==> config.mk <==
export PLATFORM = sky130hd
export DESIGN_NAME = dacr_ctrl
export DESIGN_NICKNAME = d
export VERILOG_FILES = /design/src/design/dacr_pkg.sv /design/src/design/dacr_ctrl.sv
export SDC_FILE = /design/constraint.sdc
export NUM_CORES = 1
export LEC_CHECK = 0
export BUFFER_PORTS_ARGS = -buffer_cell sky130_fd_sc_hd__clkbuf_2
export CORE_MARGIN = 3
export CORE_UTILIZATION = 27
export DETAILED_ROUTE_END_ITERATION = 10
export PLACE_DENSITY_LB_ADDON = 0.08
export SLEW_MARGIN = 40
export SYNTH_ARGS = -nofsm -noshare
export SYNTH_HDL_FRONTEND = slang
export SYNTH_SLANG_ARGS = --single-unit
==> constraint.sdc <==
create_clock -name clk -period 2.55 [get_ports clk]
set_input_delay 0.1275 -clock clk [delete_from_list [all_inputs] [get_ports clk]]
set_output_delay 0.1275 -clock clk [all_outputs]
set_load 0.05 [all_outputs]
==> src/design/dacr_pkg.sv <==
// constants, field layout and carrier types of the converter control block
package dacr_pkg;
  // ****************************************
  // register map and fields
  // ****************************************
  localparam int ADDR_W = 5;
  localparam logic [ADDR_W-1:0] OFS_CONTROL_PRIMARY = 5'h00;
  localparam logic [ADDR_W-1:0] OFS_CONTROL_SECONDARY = 5'h01;
  localparam logic [ADDR_W-1:0] OFS_EVENT_CONTROL = 5'h02;
  localparam logic [ADDR_W-1:0] OFS_IRQ_ENABLE_CLEAR = 5'h04;
  localparam logic [ADDR_W-1:0] OFS_IRQ_ENABLE_SET = 5'h05;
  localparam logic [ADDR_W-1:0] OFS_IRQ_FLAGS = 5'h06;
  localparam logic [ADDR_W-1:0] OFS_SYNC_STATUS = 5'h07;
  localparam logic [ADDR_W-1:0] OFS_CONVERSION_VALUE = 5'h08;
  localparam logic [ADDR_W-1:0] OFS_BUFFERED_VALUE = 5'h0C;
  localparam logic [ADDR_W-1:0] OFS_END = 5'h10;
  localparam int CA_SOFT_RESET = 0;
  localparam int CA_ENABLE = 1;
  localparam int CA_STANDBY_RUN = 2;
  localparam int CB_PIN_DRIVE = 0;
  localparam int CB_INTERNAL_ROUTE = 1;
  localparam int CB_JUSTIFY_HIGH = 2;
  localparam int CB_PUMP_DISABLE = 3;
  localparam int CB_REF_LSB = 6;
  localparam int EV_START_IN = 0;
  localparam int EV_EMPTY_OUT = 1;
  localparam int EV_EDGE_INVERT = 4;
  localparam int IRQ_UNDERRUN = 0;
  localparam int IRQ_EMPTY = 1;
  localparam int IRQ_SYNC_DONE = 2;
  localparam int ST_SYNC_BUSY = 7;
  localparam logic [7:0] CONTROL_SECONDARY_RST = 8'h00;
  localparam logic [7:0] EVENT_CONTROL_RST = 8'h00;
  localparam logic [2:0] IRQ_RST = 3'h0;
  localparam logic [15:0] VALUE_RST = 16'h0000;
  // reference_select encodings
  localparam logic [1:0] REF_INTERNAL = 2'h0;
  localparam logic [1:0] REF_ANALOG_SUPPLY = 2'h1;
  localparam logic [1:0] REF_EXTERNAL_PIN = 2'h2;
  // synchronising operations
  localparam int OP_SOFT_RESET = 0;
  localparam int OP_ENABLE = 1;
  localparam int OP_CONVERSION = 2;
  localparam int OP_BUFFERED = 3;
  localparam int NUM_OPS = 4;
  // ****************************************
  // timing
  // ****************************************
  localparam int CLK_PERIOD_NS = 8;
  localparam int SYNC_TIME_NS = 32;
  localparam int SYNC_CYCLES = (SYNC_TIME_NS + CLK_PERIOD_NS - 1) / CLK_PERIOD_NS;
  // ****************************************
  // carriers
  // ****************************************
  typedef struct packed {
    logic sel;
    logic write;
    logic [ADDR_W-1:0] addr;
    logic [3:0] be;
    logic [31:0] wdata;
  } dacr_bus_req_t;
  typedef struct packed {
    logic [1:0] ref_sel;
    logic pin_drive;
    logic adc_mux_drive;
    logic comparator_route;
    logic pump_force_off;
    logic output_buffer_on;
  } dacr_analog_t;
endpackage

==> src/design/dacr_ctrl.sv <==
// converter control: registers, sync handshake, two-stage value buffer
`timescale 1ns/1ps
module dacr_ctrl #(
  parameter int SYNC_CYC = dacr_pkg::SYNC_CYCLES,
  parameter int CODE_W = 10
) (
  input wire logic clk,
  input wire logic rst,
  input wire dacr_pkg::dacr_bus_req_t bus_req,
  output logic [31:0] bus_rdata,
  output logic bus_ready,
  output logic bus_err,
  input wire logic start_event,
  input wire logic standby,
  output logic empty_event,
  output logic irq,
  output logic core_enable,
  output dacr_pkg::dacr_analog_t analog,
  output logic [CODE_W-1:0] code_data,
  output logic code_valid,
  input wire logic code_ready
);
  import dacr_pkg::*;

  localparam int CNT_W = $clog2(SYNC_CYC + 1);
  localparam int A_SYNC_MAX = 40;

  // ****************************************
  // state
  // ****************************************
  logic soft_reset_bit_reg, enable_reg, enable_active_reg, standby_run_reg;
  logic [7:0] ctrl_sec_reg, ev_ctrl_reg;
  logic [2:0] inten_reg, flags_reg, flags_next;
  logic [15:0] conv_pend_reg, buf_pend_reg, buf_reg;
  logic buf_full_reg, start_pend_reg;
  logic [CNT_W-1:0] cnt_reg [NUM_OPS];
  logic [NUM_OPS-1:0] op_start, op_done, op_busy, op_room;
  logic soft_clr, clr_all;
  logic ev_s1_reg, ev_s2_reg, ev_s3_reg, ev_lvl_reg, ev_edge;
  logic [CODE_W-1:0] fifo_mem [2];
  logic fifo_wp_reg, fifo_rp_reg;
  logic [1:0] fifo_cnt_reg;
  logic fifo_room, push, pop, start_take, transfer;
  logic [15:0] push_value;
  logic [CODE_W-1:0] push_code;

  // ****************************************
  // bus decode
  // ****************************************
  logic wr, mapped, word0, word1, word2, word3, reset_busy;
  logic soft_reset_bit_wr, others_ok, locked, err_now;
  logic wr_control_primary, wr_control_secondary, wr_event_control, wr_inten_clr, wr_inten_set, wr_flags;
  logic wr_conv, wr_buf;
  logic [7:0] wb0, wb1, wb2;
  logic [31:0] rd_word;

  // access classification by word and byte lane; all lanes decoded at once
  assign wr = bus_req.sel & bus_req.write;
  assign mapped = bus_req.addr < OFS_END;
  assign word0 = bus_req.addr[4:2] == OFS_CONTROL_PRIMARY[4:2];
  assign word1 = bus_req.addr[4:2] == OFS_IRQ_ENABLE_CLEAR[4:2];
  assign word2 = bus_req.addr[4:2] == OFS_CONVERSION_VALUE[4:2];
  assign word3 = bus_req.addr[4:2] == OFS_BUFFERED_VALUE[4:2];
  assign wb0 = bus_req.wdata[7:0];
  assign wb1 = bus_req.wdata[15:8];
  assign wb2 = bus_req.wdata[23:16];
  assign reset_busy = op_busy[OP_SOFT_RESET];
  assign locked = enable_reg | enable_active_reg;
  assign wr_control_primary = wr & word0 & bus_req.be[0];
  assign soft_reset_bit_wr = wr_control_primary & wb0[CA_SOFT_RESET] & ~reset_busy;
  assign others_ok = ~reset_busy & ~soft_reset_bit_wr;
  assign wr_control_secondary = wr & word0 & bus_req.be[1] & others_ok & ~locked;
  assign wr_event_control = wr & word0 & bus_req.be[2] & others_ok & ~locked;
  assign wr_inten_clr = wr & word1 & bus_req.be[0] & others_ok;
  assign wr_inten_set = wr & word1 & bus_req.be[1] & others_ok;
  assign wr_flags = wr & word1 & bus_req.be[2] & others_ok;
  assign wr_conv = wr & word2 & (|bus_req.be[1:0]) & others_ok;
  assign wr_buf = wr & word3 & (|bus_req.be[1:0]) & others_ok;

  // operations start only when their own busy is low, else they are dropped
  always_comb begin
    op_start = '0;
    op_start[OP_SOFT_RESET] = soft_reset_bit_wr;
    op_start[OP_ENABLE] = wr_control_primary & others_ok & ~op_busy[OP_ENABLE];
    op_start[OP_CONVERSION] = wr_conv & ~op_busy[OP_CONVERSION];
    op_start[OP_BUFFERED] = wr_buf & ~op_busy[OP_BUFFERED];
  end

  // error on an unmapped address or on a collision with a running sync
  always_comb begin
    err_now = bus_req.sel & ~mapped;
    if (wr_control_primary & wb0[CA_SOFT_RESET] & reset_busy) begin
      err_now = 1'b1;
    end
    if (wr_control_primary & others_ok & op_busy[OP_ENABLE]) begin
      err_now = 1'b1;
    end
    if (wr_conv & op_busy[OP_CONVERSION]) begin
      err_now = 1'b1;
    end
    if (wr_buf & op_busy[OP_BUFFERED]) begin
      err_now = 1'b1;
    end
  end

  // read data by word; reserved bytes and unmapped words read zero
  always_comb begin
    rd_word = 32'h0000_0000;
    case (bus_req.addr[4:2])
      3'h0: begin
        rd_word = {8'h00, ev_ctrl_reg, ctrl_sec_reg,
                   5'h00, standby_run_reg, enable_reg, soft_reset_bit_reg};
      end
      3'h1: begin
        rd_word = {(|op_busy), 7'h00, 5'h00, flags_reg, 5'h00, inten_reg, 5'h00, inten_reg};
      end
      3'h2: begin
        rd_word = {16'h0000, conv_pend_reg};
      end
      3'h3: begin
        rd_word = {16'h0000, buf_pend_reg};
      end
      default: begin
        rd_word = 32'h0000_0000;
      end
    endcase
  end

  // every request is answered on the next edge
  always_ff @(posedge clk) begin
    if (rst) begin
      bus_ready <= 1'b0;
      bus_err <= 1'b0;
      bus_rdata <= 32'h0000_0000;
    end else begin
      bus_ready <= bus_req.sel;
      bus_err <= err_now;
      bus_rdata <= (bus_req.sel & ~bus_req.write) ? rd_word : 32'h0000_0000;
    end
  end

  // ****************************************
  // synchronisation counters
  // ****************************************
  assign soft_clr = op_done[OP_SOFT_RESET];
  assign clr_all = rst | soft_clr;
  always_comb begin
    op_room = '1;
    op_room[OP_CONVERSION] = fifo_room;
  end

  // one down-counter per operation; a conversion waits for buffer room
  for (genvar i = 0; i < NUM_OPS; i++) begin : g_sync
    assign op_busy[i] = cnt_reg[i] != '0;
    assign op_done[i] = (cnt_reg[i] == CNT_W'(1)) & op_room[i];
    always_ff @(posedge clk) begin
      if (clr_all) begin
        cnt_reg[i] <= '0;
      end else if (op_start[i]) begin
        cnt_reg[i] <= CNT_W'(SYNC_CYC);
      end else if (op_busy[i] & ~((cnt_reg[i] == CNT_W'(1)) & ~op_room[i])) begin
        cnt_reg[i] <= cnt_reg[i] - CNT_W'(1);
      end
    end
  end

  // ****************************************
  // control registers
  // ****************************************
  // primary control; soft reset reads one until its sync completes
  always_ff @(posedge clk) begin
    if (clr_all) begin
      soft_reset_bit_reg <= 1'b0;
      enable_reg <= 1'b0;
      enable_active_reg <= 1'b0;
      standby_run_reg <= 1'b0;
    end else begin
      if (soft_reset_bit_wr) begin
        soft_reset_bit_reg <= 1'b1;
      end
      if (op_start[OP_ENABLE]) begin
        enable_reg <= wb0[CA_ENABLE];
      end
      if (wr_control_primary & others_ok) begin
        standby_run_reg <= wb0[CA_STANDBY_RUN];
      end
      if (op_done[OP_ENABLE]) begin
        enable_active_reg <= enable_reg;
      end
    end
  end

  // enable-protected secondary control and event control
  always_ff @(posedge clk) begin
    if (clr_all) begin
      ctrl_sec_reg <= CONTROL_SECONDARY_RST;
      ev_ctrl_reg <= EVENT_CONTROL_RST;
    end else begin
      if (wr_control_secondary) begin
        ctrl_sec_reg <= wb1 & 8'hCF;
      end
      if (wr_event_control) begin
        ev_ctrl_reg <= wb2 & 8'h13;
      end
    end
  end

  // interrupt enables: clear byte and set byte share one register
  always_ff @(posedge clk) begin
    if (clr_all) begin
      inten_reg <= IRQ_RST;
    end else begin
      inten_reg <= (inten_reg & ~(wr_inten_clr ? wb0[2:0] : 3'h0))
                   | (wr_inten_set ? wb1[2:0] : 3'h0);
    end
  end

  // sticky flags; a set in the clearing cycle wins
  always_comb begin
    flags_next = flags_reg;
    if (wr_flags) begin
      flags_next = flags_next & ~wb2[2:0];
    end
    if (wr_buf) begin
      flags_next[IRQ_EMPTY] = 1'b0;
    end
    if (start_take & ~buf_full_reg) begin
      flags_next[IRQ_UNDERRUN] = 1'b1;
    end
    if (transfer) begin
      flags_next[IRQ_EMPTY] = 1'b1;
    end
    if (|op_done[NUM_OPS-1:1]) begin
      flags_next[IRQ_SYNC_DONE] = 1'b1;
    end
  end

  always_ff @(posedge clk) begin
    if (clr_all) begin
      flags_reg <= IRQ_RST;
    end else begin
      flags_reg <= flags_next;
    end
  end

  assign irq = |(flags_reg & inten_reg);

  // ****************************************
  // start event input
  // ****************************************
  // three flops; a change counts once the second and third agree
  always_ff @(posedge clk) begin
    if (rst) begin
      ev_s1_reg <= 1'b0;
      ev_s2_reg <= 1'b0;
      ev_s3_reg <= 1'b0;
      ev_lvl_reg <= 1'b0;
    end else begin
      ev_s1_reg <= start_event;
      ev_s2_reg <= ev_s1_reg;
      ev_s3_reg <= ev_s2_reg;
      if (ev_s2_reg == ev_s3_reg) begin
        ev_lvl_reg <= ev_s3_reg;
      end
    end
  end

  // the invert bit in event control turns detection to the falling edge
  assign ev_edge = (ev_s2_reg == ev_s3_reg) & (ev_s3_reg != ev_lvl_reg)
                   & (ev_s3_reg != ev_ctrl_reg[EV_EDGE_INVERT]);

  // a detected event waits until the conversion path is free
  always_ff @(posedge clk) begin
    if (clr_all) begin
      start_pend_reg <= 1'b0;
    end else if (ev_edge & ev_ctrl_reg[EV_START_IN] & enable_active_reg) begin
      start_pend_reg <= 1'b1;
    end else if (start_take) begin
      start_pend_reg <= 1'b0;
    end
  end

  assign start_take = start_pend_reg & ~op_busy[OP_CONVERSION] & fifo_room;
  assign transfer = start_take & buf_full_reg;

  // ****************************************
  // two-stage value path
  // ****************************************
  // written values read back at once; the sync commit moves them on
  always_ff @(posedge clk) begin
    if (clr_all) begin
      conv_pend_reg <= VALUE_RST;
      buf_pend_reg <= VALUE_RST;
      buf_reg <= VALUE_RST;
      buf_full_reg <= 1'b0;
    end else begin
      if (op_start[OP_CONVERSION] & bus_req.be[0]) begin
        conv_pend_reg[7:0] <= wb0;
      end
      if (op_start[OP_CONVERSION] & bus_req.be[1]) begin
        conv_pend_reg[15:8] <= wb1;
      end
      if (transfer) begin
        conv_pend_reg <= buf_reg;
      end
      if (op_start[OP_BUFFERED] & bus_req.be[0]) begin
        buf_pend_reg[7:0] <= wb0;
      end
      if (op_start[OP_BUFFERED] & bus_req.be[1]) begin
        buf_pend_reg[15:8] <= wb1;
      end
      if (op_done[OP_BUFFERED]) begin
        buf_reg <= buf_pend_reg;
        buf_full_reg <= 1'b1;
      end else if (transfer) begin
        buf_full_reg <= 1'b0;
      end
    end
  end

  // empty event pulse when the buffered value moves on
  always_ff @(posedge clk) begin
    if (clr_all) begin
      empty_event <= 1'b0;
    end else begin
      empty_event <= transfer & ev_ctrl_reg[EV_EMPTY_OUT];
    end
  end

  // new conversion value from a bus commit or a start transfer
  assign push = op_done[OP_CONVERSION] | transfer;
  assign push_value = op_done[OP_CONVERSION] ? conv_pend_reg : buf_reg;
  assign push_code = ctrl_sec_reg[CB_JUSTIFY_HIGH] ? push_value[15:16-CODE_W]
                                                   : push_value[CODE_W-1:0];

  // two-entry buffer toward the core; a stall holds the sync in its last count
  assign fifo_room = fifo_cnt_reg != 2'h2;
  assign pop = code_valid & code_ready;
  assign code_valid = fifo_cnt_reg != 2'h0;
  assign code_data = fifo_mem[fifo_rp_reg];

  always_ff @(posedge clk) begin
    if (clr_all) begin
      fifo_wp_reg <= 1'b0;
      fifo_rp_reg <= 1'b0;
      fifo_cnt_reg <= 2'h0;
    end else begin
      if (push) begin
        fifo_wp_reg <= ~fifo_wp_reg;
      end
      if (pop) begin
        fifo_rp_reg <= ~fifo_rp_reg;
      end
      fifo_cnt_reg <= fifo_cnt_reg + {1'b0, push} - {1'b0, pop};
    end
  end

  always_ff @(posedge clk) begin
    if (rst) begin
      fifo_mem[0] <= '0;
      fifo_mem[1] <= '0;
    end else if (push) begin
      fifo_mem[fifo_wp_reg] <= push_code;
    end
  end

  // ****************************************
  // analog controls
  // ****************************************
  assign core_enable = enable_active_reg;
  assign analog.ref_sel = ctrl_sec_reg[CB_REF_LSB+1:CB_REF_LSB];
  assign analog.pin_drive = enable_active_reg & ctrl_sec_reg[CB_PIN_DRIVE];
  assign analog.adc_mux_drive = enable_active_reg & ctrl_sec_reg[CB_PIN_DRIVE];
  assign analog.comparator_route = enable_active_reg & ctrl_sec_reg[CB_INTERNAL_ROUTE];
  assign analog.pump_force_off = ctrl_sec_reg[CB_PUMP_DISABLE];
  assign analog.output_buffer_on = enable_active_reg & ctrl_sec_reg[CB_PIN_DRIVE]
                                   & (~standby | standby_run_reg);
endmodule

* Yosys cells after proc, flatten, opt, wreduce, memory -nomap -nowiden
Memory sizes are Yosys's and may differ from the RTL's. A register that Yosys moved wholly into a read port is not among the register bits.
Cells that the tools add are included.
** Cells by class
- Add/subtract/negate cells :: 6
- Multipliers :: 0
- Div/mod/pow operators :: 0
- $lt $le $gt $ge :: 1
- Equality and inequality tests :: 11
- Shifts and indexed selects :: 0
- Mux-type cells :: 69
- Bitwise operators :: 88
- Reduce and logical (&&, ||, !) cells :: 19
** Operators with widths (number)
- 32-bit one-hot mux with 4 select lines :: 1
- 1-bit AND :: 55
- 1-bit two-way mux :: 51
- 3-bit two-way mux :: 11
- 16-bit two-way mux :: 2
- 10-bit two-way mux :: 2
- 8-bit two-way mux :: 2
- 3-bit by 1-bit == test with 1-bit output (second input constant) :: 5
- 1-bit NOT :: 15
- 3-bit nonzero test :: 5
- 2-bit nonzero test :: 7
- 1-bit bitwise OR :: 12
- 3-bit by 1-bit subtractor with 3-bit output (second input constant) :: 4
- 10-bit OR reduction :: 1
- 3-bit AND :: 3
- 3-bit by 2-bit == test with 1-bit output (second input constant) :: 2
- 3-bit NOT :: 2
- 3-bit OR reduction :: 2
- 5-bit < comparator (second input constant) :: 1
- 2-bit OR reduction :: 2
- 4-bit OR reduction :: 1
- 3-bit zero test :: 1
- 3-bit bitwise OR :: 1
- 2-bit by 1-bit adder with 2-bit output :: 1
- 4 further kinds :: 5
** Word-level totals
- Register bits after elaboration :: 112
- Latch bits :: 0
- Bits in writable memories :: 32
- ROM bits :: 0
- Bits of input ports :: 48
- Output and inout port bits :: 55
- Word-level logic and storage cells :: 224
- Memories :: 2
** Memory list
- fifo_mem :: depth 2, width 10, rd ports 1, clocked after Yosys merged registers in 1, write ports 2, line dacr_ctrl.sv:40 : logic [CODE_W-1:0] fifo_mem [2];
- cnt_reg :: depth 4, width 3, rd ports 4, clocked after Yosys merged registers in 0, write ports 4, line dacr_ctrl.sv:36 : logic [CNT_W-1:0] cnt_reg [NUM_OPS];

* Logic depth before layout (Yosys ltp)
Gate-level depths: netlist of the first run.
- Depth after elaboration :: 14
- Gate-level depth with buffers :: 12
- Depth with buffers taken out :: 11

* Least setup slack after synthesis of the first run
No wires, ideal clock.
- Path kind :: flip-flop to output port
- Start point :: register enable_active_reg (netlist: core_enable)
- End point :: output analog[0] (netlist name)
- Arrival time :: 2.424 ns
- Data required time :: 2.423 ns
- Path slack :: -0.002 ns
- Stages on the path, launching flop included :: 3
- Buffers on the path :: 0
- Path through :: dfxtp_1 -> and2_1 -> a21boi_0
** RTL lines
- start, declared :: line dacr_ctrl.sv:31 : logic soft_reset_bit_reg, enable_reg, enable_active_reg, standby_run_reg;
- start signal, assigned :: line dacr_ctrl.sv:188 : enable_active_reg <= enable_reg;
- end, declared :: line dacr_ctrl.sv:18 : output dacr_pkg::dacr_analog_t analog,

==> flow_summary.ini, run 1 <==
[run_status]
status = finished clean

[sta]
fin_crit_sh_pct = 89.3
finalHoldViolCount = 0
setup_slack_ns = 0.272
fin_setup_tns_ns = 0
tightest_slew_ns = 0.801
maxSlewViolCount = 0
rsz0062_at_grt = false
maxSlewHeadroom_pct = 46.6
max_freq_mhz = 439
fin_skew_ns = 0.00767
period_needed_ns = 2.28
setup_violations = 0

[global_routing]
grt_pass1_vias = 4612
grt_max_degree = 35
gr-total-overflow = 0
antenna_found_initial = 0
grt_util_all_layers_pct = 14.6
grt_pass1_wl_um = 27200

[pwr]
seq_power_share_pct = 37.5
internal-power_mw = 4.61
switching_share_pct = 32.0
power_frac_comb_pct = 24.3
p_leak_nw = 3.20
p_per_area_mw_per_mm2 = 900
ir_worst_vdd_v = 0.000387
pwr-share-clk_pct = 38.2
p_switching_mw = 2.17

[logic_synthesis]
synth_edf_count = 32
netlist_instances = 582
synth.avg_cell_area_sq_um = 10.5
seq_area_frac_synth_pct = 49.1
ys.flop_type = dfxtp_1
async_flop_share_pct = 0
synth_seq_cells = 134
netlist-cell-type-count = 55
syn-cell-area_sq_mm = 0.00612
synth.top_cell.area_share_pct = 33.4
ys_warn_count = 0
synth.largest_area_cell = dfxtp_1
synth_area_leaders = dfxtp_1 33%, edfxtp_1 16%, mux2i_1 8.2%, mux4_2 5.2%, a21oi_1 3.5%

[worst_setup_path]
crit_slowest_cell = and4b_1
r2r_cells = 6
arrival_ns = 2.56
crit_path_max_fanout = 10
cp-start-kind = register
path_cells = inv_1, ha_1, and4b_1, nand4_2, mux2i_1, a21oi_1
path_depth = 6
crit_type = register to register
crit_path_end_kind = register
critPathTopFamily = simple AND/OR/NAND/NOR gates
required_ns = 2.84
cpPeakStageDelay_ns = 0.51
crit_buf_inv = 1

[routing]
vias = 4624
routedWlPerCell_um = 18.1
drt_iter0_drc = 254
drc = 0
antenna_left = 0
wl_um = 17400
drtPass1Iterations = 5
avgViaCountPerCell = 4.80

[cells_and_area]
n_antenna_cell = 0
final_nets = 733
drive_gt1_share_pct = 23.8
largest_register_ffs = 21
syn2layout_area_growth_pct = 23.1
top_regs = bus_rdata x21, fifo_mem x20
regMostFlops = bus_rdata

[floorplan]
die_x_um = 157
fp.dieArea_sq_mm = 0.0245
initial_core_util_pct = 27.8
placementRows = 54
pin_count = 103
die_y_um = 157
core_sq_mm = 0.0220

[placed_design]
dp_hpwl_um = 12200
place_ws_ns = 0.149
portBuffers = 76
gp_congestion = 0.746

[min_path]
min_path_cells = 2
min_path_type = primary input to register

[clocking]
post_cts_resized = 0
clock-sinks = 134
cts_tree = done
cts.clk_slew.worst_paths_ns = 0.06
cts-buffers-inserted = 17
clockRootBuffer = clkbuf_16
cts.path.max_buffers = 2
htree_levels = 4
worstSkewPairLatency_ns = 0.42

[run]
drv_cap = 0
## metrics by stage
stage          hold WS, ns  utilization, %  instances  instance area (sq um)  power (mW)
5_1_grt             0.0111            34.2        964                   7530        7.15
3_3_place_gp         0.348            30.6        915                   6750        4.20
4_1_cts            0.00281            34.1        962                   7510        6.85
2_1_floorplan        0.218               -        592                   6150        3.75
6_report            0.0130            34.2        964                   7530        6.77
3_5_place_dp         0.343            30.6        915                   6750        4.22
## logic make-up after synthesis
kind of cell | after synthesis | synth area share (%)
AND/OR/NAND/NOR | 191 | 16.4
flip-flops | 134 | 49.1
AO/OA/AOI/OAI | 97 | 9.70
multiplexers | 79 | 16.1
buffers and inverters | 62 | 5.22
adder cells (fa/ha/maj) | 14 | 2.86
XOR/XNOR | 4 | 0.573
other | 1 | 0.0613
## layout make-up
class / instances / area, sq um
clock buffer: 23 / 458
clock inverter: 9 / 150
fill: 2281 / 14500
inverter: 14 / 52.6
multi-input combinational: 396 / 2840
sequential: 134 / 3000
tap: 280 / 350
timing repair buffer: 108 / 671
## placed cells by master (no fill, tap or decap), drive strengths merged, types with 2 or more instances in the layout
cell	instances
dfxtp	102
clkbuf	99
nor2	53
mux2i	50
nand2	44
a21oi	43
edfxtp	32
and2	25
o21ai	20
nor2b	17
buf	17
mux2	15
dlygate4sd3	15
inv	14
mux4	14
ha	14
conb	11
nand4	11
nand3	8
nor3	7
a22oi	7
a211oi	7
nand2b	4
bufinv	4
or2	4
nand3b	3
a31oi	3
o2111ai	3
and3	3
a32o	3
xnor2	3
clkinv	3
nor3b	3
nor4	2
o21a	2
nor4bb	2
clkinvlp	2
## layer usage
layer	vias up	GRT usage (%)	part of all wire, %
met2	121	21.7	44
met1	2256	21.2	51
met5	-	0	0
li1	2232	-	-
met3	15	3.79	4.6
met4	0	3.79	0.95
## what timing repair did
| item | CTS | global route |
|---|---|---|
| setup endpoints to repair | 0 | 1 |
| hold endpoints to repair | 17 | 0 |
| setup buffers | 0 | 2 |
| hold buffers | 15 | 0 |
## final timing paths
check	start	slack, ns	endpoint
worst max register to register	cnt_reg[0][0]	0.27	conv_pend_reg[0]
worst min register to register	ev_s1_reg	0.44	ev_s2_reg
worst max-delay path	cnt_reg[0][0]	0.27	conv_pend_reg[0]
worst min-delay path	bus_req[42]	0.01	bus_ready
## worst register-to-register path, stage by stage, from the launching register on
cell      delay (ns)
edfxtp_1        0.41
inv_1           0.10
ha_1            0.22
and4b_1         0.51
nand4_2         0.50
mux2i_1         0.32
a21oi_1         0.09
## synth_stat cells (3+ instances only)
| cell type | number |
|---|---|
| a211oi_1 | 5 |
| a21oi_1 | 43 |
| a22oi_1 | 7 |
| a31oi_1 | 3 |
| a32o_1 | 3 |
| and2_1 | 25 |
| and3_1 | 3 |
| buf_2 | 9 |
| buf_4 | 18 |
| clkbuf_1 | 19 |
| dfxtp_1 | 102 |
| edfxtp_1 | 32 |
| ha_1 | 14 |
| inv_1 | 14 |
| mux2_2 | 15 |
| mux2i_1 | 50 |
| mux4_2 | 14 |
| nand2_1 | 44 |
| nand2b_1 | 4 |
| nand3_1 | 8 |
| nand3b_1 | 3 |
| nand4_1 | 6 |
| nand4_2 | 5 |
| nor2_1 | 53 |
| nor2b_1 | 17 |
| nor3_1 | 7 |
| o2111ai_1 | 3 |
| o21ai_0 | 20 |
| or2_2 | 3 |
| xnor2_1 | 3 |
## power by group through the flow
stage | Sequential (mW) | Combinational (mW) | Clock, mW
2_1_floorplan | 2.54 | 1.21 | 0
3_3_place_gp | 2.58 | 1.62 | 0
3_5_place_dp | 2.59 | 1.63 | 0
4_1_cts | 2.54 | 1.66 | 2.65
5_1_grt | 2.57 | 1.82 | 2.75
6_report | 2.54 | 1.65 | 2.59
Power figures use the tool's default switching activity.
==> run 2, diff against run 1 <==
--- a/config.mk
+++ b/config.mk
@@ -9,6 +9,7 @@
 export CORE_MARGIN = 3
 export CORE_UTILIZATION = 27
 export DETAILED_ROUTE_END_ITERATION = 10
+export MAX_ROUTING_LAYER = met4
 export PLACE_DENSITY_LB_ADDON = 0.08
 export SLEW_MARGIN = 40
 export SYNTH_ARGS = -nofsm -noshare
==> run 2 against run 1 <==
Effect of this change: global-route usage is 0.44 points higher; via count hardly changed; clock-buffer cell count is the same; first-iteration DRC count is 2.4% higher; clock power is essentially flat; power increased by 0.13%; clock skew about the same; flip-flop and latch count did not move; non-clock buffer count is the same.
==> flow_summary.ini, run 2 (synthesized netlist as in run 1, its figures left out) <==
[cells_and_area]
nFillCells = 2281
final_nets = 733
most-common-layout-cells = 102 x dfxtp_1, 76 x clkbuf_2, 53 x nor2_1
drive_gt1_share_pct = 23.8
largest_register_ffs = 21
layout_commonest_cell = dfxtp_1
regMostFlops = bus_rdata
post_layout_nonfiller_instances = 964
fin_util_pct = 34.2
top_regs = bus_rdata x21, fifo_mem x20
n_antenna_cell = 0
syn2layout_area_growth_pct = 23.1

[clocking]
clock-sinks = 134
clockRootBuffer = clkbuf_16
htree_levels = 4
cts.path.max_buffers = 2
worstSkewPairLatency_ns = 0.42
cts-buffers-inserted = 17
cts_tree = done
cts.clk_slew.worst_paths_ns = 0.06

[floorplan]
die_y_um = 157
die_x_um = 157
placementRows = 54
pin_count = 103
initial_core_util_pct = 27.8
fp.dieArea_sq_mm = 0.0245
core_sq_mm = 0.0220

[global_routing]
grt_pass1_wl_um = 27200
gr-total-overflow = 0
grt_util_all_layers_pct = 15.1
antenna_found_initial = 0
grt_max_degree = 35
grt_pass1_vias = 4604

[run]
drv_cap = 0

[routing]
routedWlPerCell_um = 18.2
vias = 4623
wl_um = 17500
avgViaCountPerCell = 4.80
antenna_left = 0
drtPass1Iterations = 7
drc = 0
drt_iter0_drc = 260

[sta]
maxSlewHeadroom_pct = 48.2
max_freq_mhz = 439
finalHoldViolCount = 0
rsz0062_at_grt = false
setup_violations = 0
period_needed_ns = 2.28
setup_slack_ns = 0.272
tightest_slew_ns = 0.777
fin_crit_sh_pct = 89.3
maxSlewViolCount = 0
fin_skew_ns = 0.00799
fin_setup_tns_ns = 0

[worst_setup_path]
crit_path_max_fanout = 10
cpPeakStageDelay_ns = 0.52
r2r_end = conv_pend_reg[0]
critPathCapture = conv_pend_reg[0]
crit_type = register to register
arrival_ns = 2.57
cp-start-kind = register
reg2reg_slack_ns = 0.27
r2r_cells = 6
cp-startpoint = cnt_reg[0][0]
crit_path_end_kind = register
required_ns = 2.84
crit_slowest_cell = and4b_1
r2r-start = cnt_reg[0][0]
path_cells = inv_1, ha_1, and4b_1, nand4_2, mux2i_1, a21oi_1

[pwr]
p_per_area_mw_per_mm2 = 901
total_power_mw = 6.78
ir_worst_vdd_v = 0.000388
p_leak_nw = 3.20

[run_status]
status = finished clean

[placed_design]
portBuffers = 76
gp_congestion = 0.755
placedCellCount = 915
dp_hpwl_um = 12200
place_ws_ns = 0.149

[min_path]
min_path_type = primary input to register
-- run 2: metal layers --
| layer | vias to the layer above | part of all wire [%] | GRT usage (%) |
|---|---|---|---|
| li1 | 2233 | - | - |
| met1 | 2241 | 51 | 21.4 |
| met2 | 134 | 44 | 21.7 |
| met3 | 15 | 4.7 | 3.60 |
| met4 | 0 | 0.95 | 3.79 |
| met5 | - | 0 | - |
-- run 2: repair_timing --
action | 4_1_cts | 5_1_grt
endpoints found under the setup margin | 0 | 1
hold endpoints to repair | 17 | 0
resized for setup | 0 | 0
setup buffers | 0 | 2
hold buffers | 15 | 0
-- run 2: per-stage QoR --
step	instance area [sq um]	hold slack, ns
after global placement	6750	0.348
final	7530	0.0126
after floorplan	6150	0.218
after detailed placement	6750	0.343
after CTS	7510	0.00281
after global routing	7530	0.0111
-- run 2: cell type report --
type | count | area, sq um | area share (%)
flip-flops and latches | 134 | 3000 | 39.9
multi-input cells | 396 | 2840 | 37.8
repair buffers | 108 | 671 | 8.91
clock buffers | 23 | 458 | 6.08
well taps | 280 | 350 | 4.65
clock inverters | 9 | 150 | 1.99
inverters | 14 | 52.6 | 0.698
-- run 2: worst min-delay path by stage --
| stage | slack (ns) | to | depth (start not counted) | from |
|---|---|---|---|---|
| detailed placement | 0.34 | ev_s1_reg | 2 | start_event |
| finish | 0.01 | bus_ready | 2 | bus_req[42] |
| floorplan | 0.22 | bus_ready | 1 | rst |
| global placement | 0.35 | ev_s1_reg | 2 | start_event |
| CTS | 0.003 | bus_ready | 2 | bus_req[42] |
| global route | 0.01 | bus_ready | 2 | bus_req[42] |
-- run 2: power by group --
group	internal [mW]	total [mW]	leakage, nW	switching, mW
registers	2.40	2.54	1.16	0.139
clock network	1.66	2.59	0.291	0.936
logic	0.545	1.65	1.74	1.10
-- run 2: critical path: cells and delay by family (launching register included) --
family / cells / cell delay, ns
DFF: 1 / 0.41
AOI/OAI and AO/OA: 1 / 0.09
muxes: 1 / 0.31
adders and majority gates: 1 / 0.22
buffers and inverters: 1 / 0.10
and+or+nand+nor: 2 / 1.01
